File: src/rtl/ldd_pkg.sv
package ldd_pkg;

	// ----------------------------------------------------------------
	// timing
	// ----------------------------------------------------------------
	localparam int CLK_HZ          = 20_000_000;
	localparam int SCAN_HZ         = 250;
	localparam int BLANK_NS        = 10_000;
	localparam int CLK_NS          = 50;
	localparam int BLANK_CYC       = (BLANK_NS + CLK_NS - 1) / CLK_NS;
	localparam int DIGIT_CYC       = CLK_HZ / (SCAN_HZ * 8);

	// ----------------------------------------------------------------
	// memory and fields
	// ----------------------------------------------------------------
	localparam int DIGITS          = 8;
	localparam int ADDR_W          = 3;
	localparam int DATA_W          = 8;
	localparam int DP_BIT          = 7;
	localparam int CW_FOLLOW_BIT   = 7;
	localparam int CW_HEX_BIT      = 6;
	localparam int CW_RAW_BIT      = 5;
	localparam int CW_RUN_BIT      = 4;
	localparam logic [7:0] SEG_OFF = 8'h00;
	localparam logic [7:0] CW_RST  = 8'h50;

	// ----------------------------------------------------------------
	// types
	// ----------------------------------------------------------------
	typedef enum logic [1:0] {LDD_HEX, LDD_SYM, LDD_RAW, LDD_SHUT} ldd_mode_t;
	typedef enum logic [1:0] {LDD_VAR_CTRLWORD, LDD_VAR_TRI, LDD_VAR_LINES} ldd_var_t;
	typedef enum logic [1:0] {LDD_TRI_LOW, LDD_TRI_FLOAT, LDD_TRI_HIGH} ldd_tri_t;

	// segment pattern {dp,g,f,e,d,c,b,a}, positive true
	function automatic logic [7:0] ldd_decode(input logic [3:0] code, input logic sym);
		logic [6:0] s;
		s = 7'h00;
		if (!sym) begin
			unique case (code)
				4'h0: s = 7'h3F;  4'h1: s = 7'h06;  4'h2: s = 7'h5B;  4'h3: s = 7'h4F;
				4'h4: s = 7'h66;  4'h5: s = 7'h6D;  4'h6: s = 7'h7D;  4'h7: s = 7'h07;
				4'h8: s = 7'h7F;  4'h9: s = 7'h6F;  4'hA: s = 7'h77;  4'hB: s = 7'h7C;
				4'hC: s = 7'h39;  4'hD: s = 7'h5E;  4'hE: s = 7'h79;  4'hF: s = 7'h71;
			endcase
		end else begin
			unique case (code)
				4'h0: s = 7'h3F;  4'h1: s = 7'h06;  4'h2: s = 7'h5B;  4'h3: s = 7'h4F;
				4'h4: s = 7'h66;  4'h5: s = 7'h6D;  4'h6: s = 7'h7D;  4'h7: s = 7'h07;
				4'h8: s = 7'h7F;  4'h9: s = 7'h6F;  4'hA: s = 7'h40;  4'hB: s = 7'h79;
				4'hC: s = 7'h76;  4'hD: s = 7'h38;  4'hE: s = 7'h73;  4'hF: s = 7'h00;
			endcase
		end
		return {1'b0, s};
	endfunction

endpackage

File: src/rtl/ldd_if.sv
`timescale 1ns/1ns
interface ldd_if;
	import ldd_pkg::*;
	logic                write_n;       // write strobe, low loads
	logic                mode;          // high: control word
	logic [DATA_W-1:0]   input_data_bits;
	logic [ADDR_W-1:0]   digit_select_bits;
	ldd_tri_t            tri_level;     // three-level control
	logic                decode_type;   // high numeric-symbol
	logic                no_decode;     // high raw
	logic                shutdown_n;    // low shuts down

	modport dev  (input write_n, mode, input_data_bits, digit_select_bits,
	              tri_level, decode_type, no_decode, shutdown_n);
	modport host (output write_n, mode, input_data_bits, digit_select_bits,
	              tri_level, decode_type, no_decode, shutdown_n);
endinterface

File: src/rtl/ldd_dev.sv
`timescale 1ns/1ns
module ldd_dev
	import ldd_pkg::*;
#(
	parameter ldd_var_t VARIANT = LDD_VAR_CTRLWORD,
	parameter int       DIG_CYC = DIGIT_CYC,
	parameter int       BLK_CYC = BLANK_CYC
) (
	input  wire logic          clk,        // system clock
	input  wire logic          srst,       // sync reset
	ldd_if.dev                 bus,        // host side pins
	output logic [DIGITS-1:0]  digit_on,   // digit drivers, high on
	output logic [7:0]         seg_on      // {dp,g,f,e,d,c,b,a}, high on
);
	import ldd_pkg::*;

	// ----------------------------------------------------------------
	// state
	// ----------------------------------------------------------------
	logic [DATA_W-1:0] mem_r [DIGITS];
	logic [7:0]        cw_r;
	logic [ADDR_W:0]   seq_r;              // words left to accept
	logic              wr_q_r;
	logic              strobe;
	ldd_mode_t         mode_now;
	logic [ADDR_W-1:0] scan_digit;
	logic              scan_blank;
	logic [7:0]        cur;
	logic [7:0]        pat;

	// strobe is the falling edge of the write line
	always_ff @(posedge clk) begin
		if (srst) begin
			wr_q_r <= 1'b1;
		end else begin
			wr_q_r <= bus.write_n;
		end
	end
	assign strobe = wr_q_r && !bus.write_n;

	// ----------------------------------------------------------------
	// control word and sequencing
	// ----------------------------------------------------------------
	always_ff @(posedge clk) begin
		if (srst) begin
			cw_r  <= CW_RST;
			seq_r <= '0;
		end else if (VARIANT == LDD_VAR_CTRLWORD && strobe) begin
			if (bus.mode) begin
				cw_r  <= bus.input_data_bits;
				seq_r <= bus.input_data_bits[CW_FOLLOW_BIT] ? (ADDR_W+1)'(DIGITS) : '0;
			end else if (seq_r != '0) begin
				seq_r <= seq_r - 1'b1;
			end
		end
	end

	// ----------------------------------------------------------------
	// memory writes, also in shutdown
	// ----------------------------------------------------------------
	always_ff @(posedge clk) begin
		if (strobe) begin
			if (VARIANT == LDD_VAR_CTRLWORD) begin
				// no addressing here: only the running sequence writes
				if (!bus.mode && seq_r != '0) begin
					mem_r[ADDR_W'(DIGITS - seq_r)] <= bus.input_data_bits;
				end
			end else begin
				mem_r[bus.digit_select_bits] <= bus.input_data_bits;
			end
		end
	end

	// ----------------------------------------------------------------
	// mode selection
	// ----------------------------------------------------------------
	always_comb begin
		mode_now = LDD_HEX;
		unique case (VARIANT)
			LDD_VAR_CTRLWORD: begin
				if (!cw_r[CW_RUN_BIT])     mode_now = LDD_SHUT;
				else if (cw_r[CW_RAW_BIT]) mode_now = LDD_RAW;
				else if (cw_r[CW_HEX_BIT]) mode_now = LDD_HEX;
				else                       mode_now = LDD_SYM;
			end
			LDD_VAR_TRI: begin
				unique case (bus.tri_level)
					LDD_TRI_HIGH:  mode_now = LDD_HEX;
					LDD_TRI_FLOAT: mode_now = LDD_SYM;
					default:       mode_now = LDD_SHUT;
				endcase
			end
			default: begin
				if (!bus.shutdown_n)    mode_now = LDD_SHUT;
				else if (bus.no_decode) mode_now = LDD_RAW;
				else if (bus.decode_type) mode_now = LDD_SYM;
				else                    mode_now = LDD_HEX;
			end
		endcase
	end

	ldd_scan #(
		.DIG_CYC (DIG_CYC),
		.BLK_CYC (BLK_CYC)
	) u_scan (
		.clk   (clk),
		.srst  (srst),
		.run   (mode_now != LDD_SHUT),
		.digit (scan_digit),
		.blank (scan_blank)
	);

	// ----------------------------------------------------------------
	// segment pattern
	// ----------------------------------------------------------------
	always_comb begin
		cur = mem_r[scan_digit];
		pat = SEG_OFF;
		unique case (mode_now)
			LDD_RAW: begin
				// bits 6..0 = a,b,c,e,g,f,d
				pat = {!cur[DP_BIT], cur[2], cur[1], cur[3], cur[0], cur[4], cur[5], cur[6]};
			end
			LDD_HEX: pat = ldd_decode(cur[3:0], 1'b0) | {!cur[DP_BIT], 7'h00};
			LDD_SYM: pat = ldd_decode(cur[3:0], 1'b1) | {!cur[DP_BIT], 7'h00};
			default: pat = SEG_OFF;
		endcase
	end

	always_ff @(posedge clk) begin
		if (srst) begin
			digit_on <= '0;
			seg_on   <= SEG_OFF;
		end else if (mode_now == LDD_SHUT || scan_blank) begin
			digit_on <= '0;
			seg_on   <= SEG_OFF;
		end else begin
			digit_on <= DIGITS'(1) << scan_digit;
			seg_on   <= pat;
		end
	end
endmodule // ldd_dev

File: src/rtl/ldd_scan.sv
`timescale 1ns/1ns
module ldd_scan
	import ldd_pkg::*;
#(
	parameter int DIG_CYC = DIGIT_CYC,
	parameter int BLK_CYC = BLANK_CYC
) (
	input  wire logic              clk,      // system clock
	input  wire logic              srst,     // sync reset
	input  wire logic              run,      // low halts oscillator
	output logic [ADDR_W-1:0]      digit,    // digit being scanned
	output logic                   blank     // inter-digit blank
);
	localparam int CW = $clog2(DIG_CYC + 1);
	logic [CW-1:0] cnt_r;

	// ----------------------------------------------------------------
	// scan oscillator
	// ----------------------------------------------------------------
	always_ff @(posedge clk) begin
		if (srst) begin
			cnt_r <= '0;
			digit <= '0;
		end else if (run) begin
			if (cnt_r == CW'(DIG_CYC - 1)) begin
				cnt_r <= '0;
				digit <= digit + 1'b1;
			end else begin
				cnt_r <= cnt_r + 1'b1;
			end
		end
	end

	// first part of each slot is dark so segments settle
	always_ff @(posedge clk) begin
		if (srst) begin
			blank <= 1'b1;
		end else begin
			blank <= !run || (cnt_r == CW'(DIG_CYC - 1)) || (cnt_r < CW'(BLK_CYC - 1));
		end
	end
endmodule // ldd_scan

File: src/flat_wrapper.sv
// flat-port wrapper written by rule: the top's interface ports become plain ports
module ldd_dev_flat import ldd_pkg::*;
#(
	parameter ldd_var_t VARIANT = LDD_VAR_CTRLWORD,
	parameter int       DIG_CYC = DIGIT_CYC,
	parameter int       BLK_CYC = BLANK_CYC
)
  (clk, srst, digit_on, seg_on, bus_write_n, bus_mode, bus_input_data_bits, bus_digit_select_bits, bus_tri_level, bus_decode_type, bus_no_decode, bus_shutdown_n);
  ldd_if bus_i ();
  input  wire logic clk;
  input  wire logic srst;
  output logic [DIGITS-1:0] digit_on;
  output logic [7:0] seg_on;
  input wire logic [$bits(bus_i.write_n)-1:0] bus_write_n;
  input wire logic [$bits(bus_i.mode)-1:0] bus_mode;
  input wire logic [$bits(bus_i.input_data_bits)-1:0] bus_input_data_bits;
  input wire logic [$bits(bus_i.digit_select_bits)-1:0] bus_digit_select_bits;
  input wire logic [$bits(bus_i.tri_level)-1:0] bus_tri_level;
  input wire logic [$bits(bus_i.decode_type)-1:0] bus_decode_type;
  input wire logic [$bits(bus_i.no_decode)-1:0] bus_no_decode;
  input wire logic [$bits(bus_i.shutdown_n)-1:0] bus_shutdown_n;
  assign bus_i.write_n = bus_write_n;
  assign bus_i.mode = bus_mode;
  assign bus_i.input_data_bits = bus_input_data_bits;
  assign bus_i.digit_select_bits = bus_digit_select_bits;
  assign bus_i.tri_level = bus_tri_level;
  assign bus_i.decode_type = bus_decode_type;
  assign bus_i.no_decode = bus_no_decode;
  assign bus_i.shutdown_n = bus_shutdown_n;
  ldd_dev #(.VARIANT(VARIANT), .DIG_CYC(DIG_CYC), .BLK_CYC(BLK_CYC)) u_core (.clk(clk), .srst(srst), .bus(bus_i), .digit_on(digit_on), .seg_on(seg_on));
endmodule
File: config.mk
export PLATFORM = sky130hd
export DESIGN_NAME = ldd_dev_flat
export DESIGN_NICKNAME = d
export VERILOG_FILES = /design/src/rtl/ldd_pkg.sv /design/src/rtl/ldd_if.sv /design/src/rtl/ldd_dev.sv /design/src/rtl/ldd_scan.sv /design/src/flat_wrapper.sv
export SDC_FILE = /design/constraint.sdc
export NUM_CORES = 1
export LEC_CHECK = 0
export CAP_MARGIN = 10
export CORE_ASPECT_RATIO = 1.5
export CORE_UTILIZATION = 50
export DETAILED_ROUTE_END_ITERATION = 12
export DONT_BUFFER_PORTS = 1
export PLACE_DENSITY = 0.79
export SLEW_MARGIN = 20
export SYNTH_ARGS = -nofsm -noshare
export SYNTH_HDL_FRONTEND = slang
export SYNTH_HIERARCHICAL = 1
export SYNTH_SLANG_ARGS = --single-unit
File: constraint.sdc
create_clock -name clk -period 2.26 [get_ports clk]
set_input_delay 0.452 -clock clk [delete_from_list [all_inputs] [get_ports clk]]
set_output_delay 0.452 -clock clk [all_outputs]
set_load 0.01 [all_outputs]
== Yosys cells after proc, flatten, opt, wreduce, memory -nomap -nowiden ==
Memory sizes are Yosys's and may differ from the RTL's. A register that Yosys moved wholly into a read port is not among the register bits.
Cells that the tools add are included.

* Bits in registers: 46
* Memory bits (writable): 64
* Memory bits (read-only): 224
* Input bits: 20
* Output and inout bits: 16
* Memories kept: 3

{| class="wikitable"
|+ Memory list
! name !! depth !! width !! rd ports !! clocked after memory_dff !! wr ports !! line !! RTL
|-
| (name not given) || 16 || 7 || 1 || 0 || 0 || ldd_pkg.sv:39 || <nowiki>unique case (code)</nowiki>
|-
| (name not given) || 16 || 7 || 1 || 0 || 0 || ldd_pkg.sv:46 || <nowiki>unique case (code)</nowiki>
|-
| u_core.mem_r || 8 || 8 || 1 || 1 || 1 || ldd_dev.sv:20 || <nowiki>logic [DATA_W-1:0] mem_r [DIGITS];</nowiki>
|}

* $add $sub $neg: 4
* Magnitude comparators: 1
* Equality and inequality tests: 5
* Shifts and indexed selects: 1
* Mux-type cells: 15
* Bitwise logic cells: 2
* Reductions and logical operators: 16

{| class="wikitable"
|+ Operator list
! operator !! count
|-
| case mux 8 bit (3 select lines) || 1
|-
| bitwise OR 7 x 8 -> 8 bit || 2
|-
| adder 14 x 1 -> 14 bit, second input constant || 1
|-
| == test 14 bit, second input constant || 1
|-
| < comparator 14 x 8 -> 1 bit, second input constant || 1
|-
| two-way mux 14 bit || 1
|-
| two-way mux 7 bit || 2
|-
| two-way mux 4 bit || 3
|-
| left shift 1 x 3 -> 8 bit, first input constant || 1
|-
| two-way mux 3 bit || 2
|-
| AND reduction 2 bit || 3
|-
| == test 2 bit, second input constant || 2
|-
| logical NOT 1 bit || 4
|-
| two-way mux 1 bit || 4
|-
| two-way mux 2 bit || 2
|-
| nonzero test 4 bit || 1
|-
| subtractor 4 x 1 -> 4 bit, second input constant || 1
|-
| adder 3 x 1 -> 3 bit, second input constant || 1
|-
| logical OR 1 bit || 3
|-
| subtractor 1 x 3 -> 3 bit, first input constant || 1
|-
| == test 2 x 1 -> 1 bit, second input constant || 1
|-
| logical AND 1 bit || 2
|-
| logical NOT 2 bit || 1
|-
| inequality test 2 bit, second input constant || 1
|-
| other kinds (2) || 2
|}

== Logic depth before layout (Yosys ltp) ==
Gate-level depths: netlist of the first run.

* Depth in word-level cells: 7
* Mapped depth: 11
* Gate-level depth less buffers: 9

== By module ==
The synthesis of the first run kept the hierarchy.

{| class="wikitable"
|+ Modules (own cells, without submodules)
! module !! instances !! cells each !! area an instance (um^2)
|-
| ldd_dev || 1 || 269 || 3857.4
|-
| ldd_scan || 1 || 95 || 843.3
|}

== Worst setup path after synthesis of the first run ==
Ideal clock, no wire load.

* Kind: register to register
* Start: reg, netlist name u_core/u_scan/digit[0]
* End: reg u_core.seg_on[3]
* Arrival: 2.281 ns
* Data required time: 2.123 ns
* Setup slack: -0.158 ns
* Stages on the path, launching flop included: 12
* Path buffers: 2
* Cell sequence: dfxtp_1 buf_6 buf_12 mux4_2 mux2i_4 inv_1 ha_1 nor2_1 a211oi_1 a21o_1 a211oi_1 a211oi_1

{| class="wikitable"
|+ RTL lines
! what !! line !! RTL
|-
| to (signal assigned) || ldd_dev.sv:139 || <nowiki>seg_on <= pat;</nowiki>
|-
| to (decl) || ldd_dev.sv:13 || <nowiki>output logic [7:0] seg_on</nowiki>
|}

==> results of run 1 <==
[final cells by class]
| class | instances | area, um^2 |
|---|---|---|
| fillers | 715 | 3810 |
| flip-flops and latches | 106 | 2770 |
| multi-input cells | 228 | 1850 |
| repair buffers | 30 | 297 |
| clock buffers | 10 | 239 |
| well taps | 112 | 140 |
| clock inverters | 6 | 58.8 |
| inverters | 10 | 37.5 |
[logic make-up (layout without fill, tap and decap cells)]
kind of cell,Yosys count,after routing,share of synthesized area
simple gates,126,126,0.134
flops,106,106,0.588
compound gates,47,47,0.0729
buf+inv,30,56,0.0349
mux,29,29,0.113
xor+xnor,15,15,0.0279
fa+ha+maj,11,11,0.0293
[through the flow]
| stage | power [mW] | cells | setup WS [ns] |
|---|---|---|---|
| 2_1_floorplan | 2.19 | 364 | -0.0265 |
| 3_3_place_gp | 2.21 | 481 | 0.0318 |
| 3_5_place_dp | 2.22 | 481 | 0.0166 |
| 4_1_cts | 3.71 | 497 | 0.000661 |
| 5_1_grt | 3.77 | 502 | -0.0142 |
| 6_report | 3.68 | 502 | 0.0803 |
[power by group through the flow]
stage / sequential (mW) / clock (mW) / combinational, mW
detailed placement: 2.12 / 0 / 0.0985
finish: 2.07 / 1.50 / 0.104
global placement: 2.12 / 0 / 0.0946
global route: 2.07 / 1.58 / 0.114
CTS: 2.07 / 1.53 / 0.0988
floorplan: 2.11 / 0 / 0.0802
[synthesized netlist by cell type (all sizes together) (3+ instances only)]
| cell | n |
|---|---|
| nand3 | 9 |
| nand2b | 5 |
| nor3 | 13 |
| mux2 | 4 |
| inv | 10 |
| o21ai | 4 |
| a211oi | 7 |
| buf | 11 |
| ha | 11 |
| nand2 | 30 |
| edfxtp | 64 |
| o22ai | 3 |
| dfxtp | 42 |
| xor2 | 4 |
| mux2i | 11 |
| nor2 | 36 |
| nor3b | 3 |
| a21oi | 13 |
| nor4 | 8 |
| clkbuf | 9 |
| or4 | 4 |
| xnor2 | 11 |
| mux4 | 14 |
| nand4 | 3 |
| nor2b | 4 |
[layer usage]
layer / part of all wire / GRT usage
met1: 0.38 / 0.222
met2: 0.54 / 0.341
met3: 0.035 / 0.0423
met4: 0.039 / 0.115
met5: 0 / 0
[flip-flops by register name, summed over array words and instances (netlist names)]
register / flops
u_core/mem_r: 64
u_core/u_scan/cnt_r: 14
u_core/digit_on: 8
u_core/seg_on: 8
u_core/seq_r: 4
u_core/cw_r: 3
u_core/u_scan/digit: 3
u_core/u_scan/blank: 1
u_core/wr_q_r: 1
[worst paths after layout]
kind                           from                endpoint  slack (ns)  cells after the start
max          u_core/u_scan/digit[0]        u_core/seg_on[4]        0.08                      9
max reg2reg  u_core/u_scan/digit[0]        u_core/seg_on[4]        0.08                      9
min reg2reg         u_core/seq_r[0]         u_core/seq_r[0]        0.48                      2
min                            srst  u_core/u_scan/digit[0]        0.16                      1
[what timing repair did]
item	CTS	global route
endpoints found under the setup margin	0	71
hold buffers	0	0
endpoints found under the hold margin	0	0
setup buffers	0	3
resized for setup	0	14
==> qor.csv, run 1 <==
metric,value,unit
status,"finished, final reports clean",
share of cells above drive strength 1,0.215,
Max-Cap Viols,0,
Max Transition Viols Final,0,
initial antenna violation count,0,
Comb pwr share,0.028,
Max clock buf depth,2,
first-pass GRT wire length,14200,um
GR Util All Layers,0.199,
Chip Width,81.2,um
vias per cell,5.86,
CP arrival,2.40,ns
P_int,2.90,mW
share of the synthesized area in the top cell type,0.409,
CTS H-tree depth,3,
CP most frequent cell,buf_4,
setup violators final,0,
Final Skew,0.0108,ns
IO Count,36,
CTS tree,yes,
final period utilization,0.964,
setup TNS,0,ns
via count,2942,
Die Span Y,121,um
Leakage,1.77,nW
Synthesis Warnings,6,
part of the power in registers,0.564,
number of inserted diodes,0,
cells after synthesis,364,
Final Hold Fails,0,
crit path kind,reg2reg,
worst-path maximum fanout,20,
DP HPWL,6250,um
vias in the first global route,2878,
Tmin final,2.18,ns
library cells used by synthesis,59,
DRC,0,
core area,0.00920,mm^2
total gr overflow,0,
# rows,43,
"Buf+Inv Stages, Crit Path",3,
Area contributors post-synth,"edfxtp_1, dfxtp_1, mux4_1",
Tightest Pin Transition,0.481,ns
Peak Freq,0.459,GHz
clk_lat worst skew,0.34,ns
design area,0.00539,mm^2
"EDFF count, synth",64,
Hold Slack,0.165,ns
sw power,772,uW
clock-pin slew on the worst setup and hold paths,0.07,ns
CP Launch Type,register,
Max transition margin,0.679,
worst min path class,in2reg,
Post-DRT Antenna Nets,0,
Net Sw Frac,0.210,
final core occ,0.585,
drt pass-1 iters,4,
"most common cell after layout, fill and taps aside",edfxtp_1,
die area,0.00980,mm^2
PortBufs,0,
average size of a mapped cell,12.9,um^2
Max VDD drop,0.420,mV
CTS root buf,clkbuf_16,
Clock power frac,0.408,
share of flip-flops with an asynchronous set or reset,0,
#FFs+latches synth,106,
total CTS buffers,9,
Post-Route WL,9060,um
area grow syn2layout,14.6,%
Avg WL per Cell,18.1,um
post-synth net total,395,
Placer Congestion,0.902,
power density over the cells,683,mW/mm^2
biggest area consumer among synthesized cells,edfxtp_1,
Initial Utilization,0.511,
largest net degree at the start of global routing,27,
"Cell Chain, Critical Path",buf_4 > buf_6 > nand2_1 > o22ai_2 > a221oi_4 > buf_4 > mux2i_1 > a211oi_1 > o32ai_1,
"Cell Area, Synth",0.00470,mm^2
Crit. End Element,register,
Critical Path RT,2.48,ns
Clock Sinks,106,
Synth Flop Type,edfxtp_1,
dpl cell area,0.00496,mm^2
# nets final,416,
CP max stage delay,0.40,ns
Critical-path top delay cell,a221oi_4,
sequential-to-total area share from yosys stat,0.588,
crit-path leading delay family,compound AO/OA/AOI/OAI gates,
First DRT Iteration DRCs,129,
most frequent cells in the layout,"edfxtp_1, dfxtp_1, nor2_1",
Note: power is estimated with default switching activity, not from simulation.
==> run 2, diff against run 1 <==
- GPL_TIMING_DRIVEN: unset -> 1
- SYNTH_HIERARCHICAL: 1 -> unset
==> qor.csv, run 2 <==
metric,value,unit,change
Avg WL per Cell,17.7,um,was 18.1 um
clk_lat worst skew,0.35,ns,was 0.34 ns
"Cell Area, Synth",0.00471,mm^2,was 0.00470 mm^2
number of inserted diodes,0,,unchanged
Placed Cells,478,,was 481
Die Span Y,121,um,about the same
design area,0.00539,mm^2,about the same
drt pass-1 iters,6,,was 4
Tmin final,2.28,ns,was 2.18 ns
Regs by FF count,"u_core.mem_r x64, u_core.u_scan.cnt_r x14",,"was u_core/mem_r x64, u_core/u_scan/cnt_r x14"
fin cells,499,,was 502
worst min path class,in2reg,,unchanged
sequential-to-total area share from yosys stat,0.600,,was 0.588
fillcell total,703,,was 715
R2R cell count,9,,unchanged
#FFs+latches synth,109,,was 106
First DRT Iteration DRCs,150,,was 129
final worst slack,-0.0160,ns,was 0.0803 ns
share of flip-flops with an asynchronous set or reset,0,,unchanged
"count leader, synth",edfxtp_1,,unchanged
Post-DRT Antenna Nets,0,,unchanged
library cells used by synthesis,52,,was 59
Max Transition Viols Final,0,,unchanged
post-synth net total,381,,was 395
Synthesis Warnings,0,,was 6
Crit. End Element,register,,unchanged
Area contributors post-synth,"edfxtp_1, dfxtp_1, mux4_1",,unchanged
Initial Utilization,0.512,,was 0.511
IO Count,36,,unchanged
Leakage,1.90,nW,was 1.77 nW
Final Hold Fails,0,,unchanged
share of cells above drive strength 1,0.217,,was 0.215
Hold Startpoint,srst,,unchanged
# rows,43,,unchanged
Critical-path top delay cell,mux4_2,,was a221oi_4
Cells on Worst Hold Path,1,,unchanged
DP HPWL,6210,um,was 6250 um
Max VDD drop,0.541,mV,was 0.420 mV
clock-pin slew on the worst setup and hold paths,0.07,ns,about the same
Final Skew,0.00648,ns,was 0.0108 ns
total gr overflow,0,,unchanged
final period utilization,1.01,,was 0.964
share of the synthesized area in the top cell type,0.408,,was 0.409
Synth top cells by count,"edfxtp_1, dfxtp_1, nor2_1",,unchanged
vias per cell,5.75,,was 5.86
Chip Width,81.2,um,about the same
setup violators final,2,,was 0
DRC,0,,unchanged
Max-Cap Viols,0,,unchanged
hold buffers post-CTS,0,,unchanged
via count,2868,,"was 2,942"
# nets final,415,,was 416
Clock Sinks,109,,was 106
cells after synthesis,348,,was 364
core area,0.00920,mm^2,unchanged
Critical Path RT,2.52,ns,was 2.48 ns
vias in the first global route,2947,,"was 2,878"
RR Endpoint,u_core.seg_on[0],,was u_core/seg_on[4]
R2R setup slack,-0.02,ns,was 0.08 ns
Tightest Pin Transition,0.536,ns,was 0.481 ns
initial antenna violation count,0,,unchanged
dpl cell area,0.00502,mm^2,was 0.00496 mm^2
most frequent cells in the layout,"edfxtp_1, dfxtp_1, nor2_1",,unchanged
CTS tree,yes,,unchanged
largest net degree at the start of global routing,19,,was 27
die area,0.00981,mm^2,was 0.00980 mm^2
power after layout,3.70,mW,was 3.68 mW
worst-path maximum fanout,6,,was 20
area grow syn2layout,14.5,%,was 14.6%
Peak Freq,0.439,GHz,was 0.459 GHz
CP max stage delay,0.53,ns,was 0.40 ns
PortBufs,0,,unchanged
Worst Hold Endpoint,u_core.seq_r[0],,was u_core/u_scan/digit[0]
power density over the cells,686,mW/mm^2,was 683 mW/mm^2
Placer Congestion,0.830,,was 0.902
unrepaired setup endpoints after global routing,true,,
Max clock buf depth,2,,unchanged
average size of a mapped cell,13.5,um^2,was 12.9 um^2
first-pass GRT wire length,14000,um,"was 14,200 um"
CTS root buf,clkbuf_16,,unchanged
status,"complete, but fails checks",,"was finished, final reports clean"
CP Launch Type,register,,unchanged
crit path kind,reg2reg,,unchanged
Synth Flop Type,edfxtp_1,,unchanged
GR Util All Layers,0.195,,was 0.199
Hold Slack,0.167,ns,was 0.165 ns
total CTS buffers,9,,unchanged
Max transition margin,0.634,,was 0.679
flip-flop count of the largest register after layout,64,,unchanged
Post-Route WL,8840,um,was 9060 um
"EDFF count, synth",64,,unchanged
"Cell Chain, Critical Path",buf_12 > mux4_2 > mux2i_4 > inv_2 > ha_4 > mux2_2 > mux2i_1 > nor2_1 > o32ai_2,,was buf_4 > buf_6 > nand2_1 > o22ai_2 > a221oi_4 > buf_4 > mux2i_1 > a211oi_1 > o32ai_1
CTS H-tree depth,3,,unchanged
largest register by flop count,u_core.mem_r,,was u_core/mem_r
failing checks,setup timing,,
"most common cell after layout, fill and taps aside",edfxtp_1,,unchanged
biggest area consumer among synthesized cells,edfxtp_1,,unchanged
CP arrival,2.53,ns,was 2.40 ns
[run 2: through the flow]
step | worst slack [ns] | util | TNS, ns
after global routing | -0.0931 | 0.586 | -0.331
after floorplan | -0.0645 | - | -0.0933
after global placement | -0.105 | 0.546 | -0.212
after detailed placement | -0.123 | 0.546 | -0.316
final | -0.0160 | 0.586 | -0.0247
after CTS | -0.0265 | 0.576 | -0.0495
[run 2: critical path: cells and delay by family, from the launching register on]
kind	cells	cell delay, ns
muxes	4	1.13
DFF	1	0.35
AOI/OAI and AO/OA	1	0.25
buffers and inverters	2	0.21
adders and majority gates	1	0.17
and+or+nand+nor	1	0.07
[run 2: final cells by class]
cell class	count	area, um^2	area share
flip-flops and latches	109	2820	0.524
multi-input cells	216	1810	0.337
repair buffers	36	299	0.0555
clock buffers	11	243	0.0450
well taps	112	140	0.0260
inverters	10	37.5	0.00696
clock inverters	5	33.8	0.00627
[run 2: repair_timing]
action / 4_1_cts / 5_1_grt
setup buffers: 0 / 5
setup endpoints to repair: 7 / 25
gates resized for setup: 5 / 10
pin swaps: 0 / 5
[run 2: worst max-delay path by stage]
stage	endpoint	slack, ns	cells after the start
final	u_core.seg_on[0]	-0.02	9
after global routing	u_core.seg_on[0]	-0.09	10
after CTS	u_core.seg_on[0]	-0.03	9
after detailed placement	u_core.seg_on[0]	-0.12	10
after global placement	u_core.seg_on[6]	-0.10	9
after floorplan	u_core.seg_on[0]	-0.06	10
[run 2: kinds of logic after synthesis]
kind of cell / count (synthesis) / synth area share
AND/OR/NAND/NOR: 121 / 0.124
buffers and inverters: 23 / 0.0263
flip-flops: 109 / 0.600
AO/OA/AOI/OAI: 33 / 0.0526
adder cells (fa/ha/maj): 13 / 0.0346
XOR/XNOR: 17 / 0.0316
multiplexers: 32 / 0.131
[run 2: where the power goes]
group | switching [mW] | leakage [nW] | internal, mW
logic | 0.0579 | 0.816 | 0.0445
clock network | 0.691 | 0.140 | 0.781
registers | 0.0134 | 0.940 | 2.11
total | 0.763 | 1.90 | 2.94
[run 2: layer usage]
metal  GRT usage  share of wire  vias to the layer above
met4      0.0837          0.023                        0
met2       0.341           0.55                       72
met1       0.219           0.39                     1418
met3      0.0513          0.036                       18
met5           0              0                        -
li1            -              -                     1360
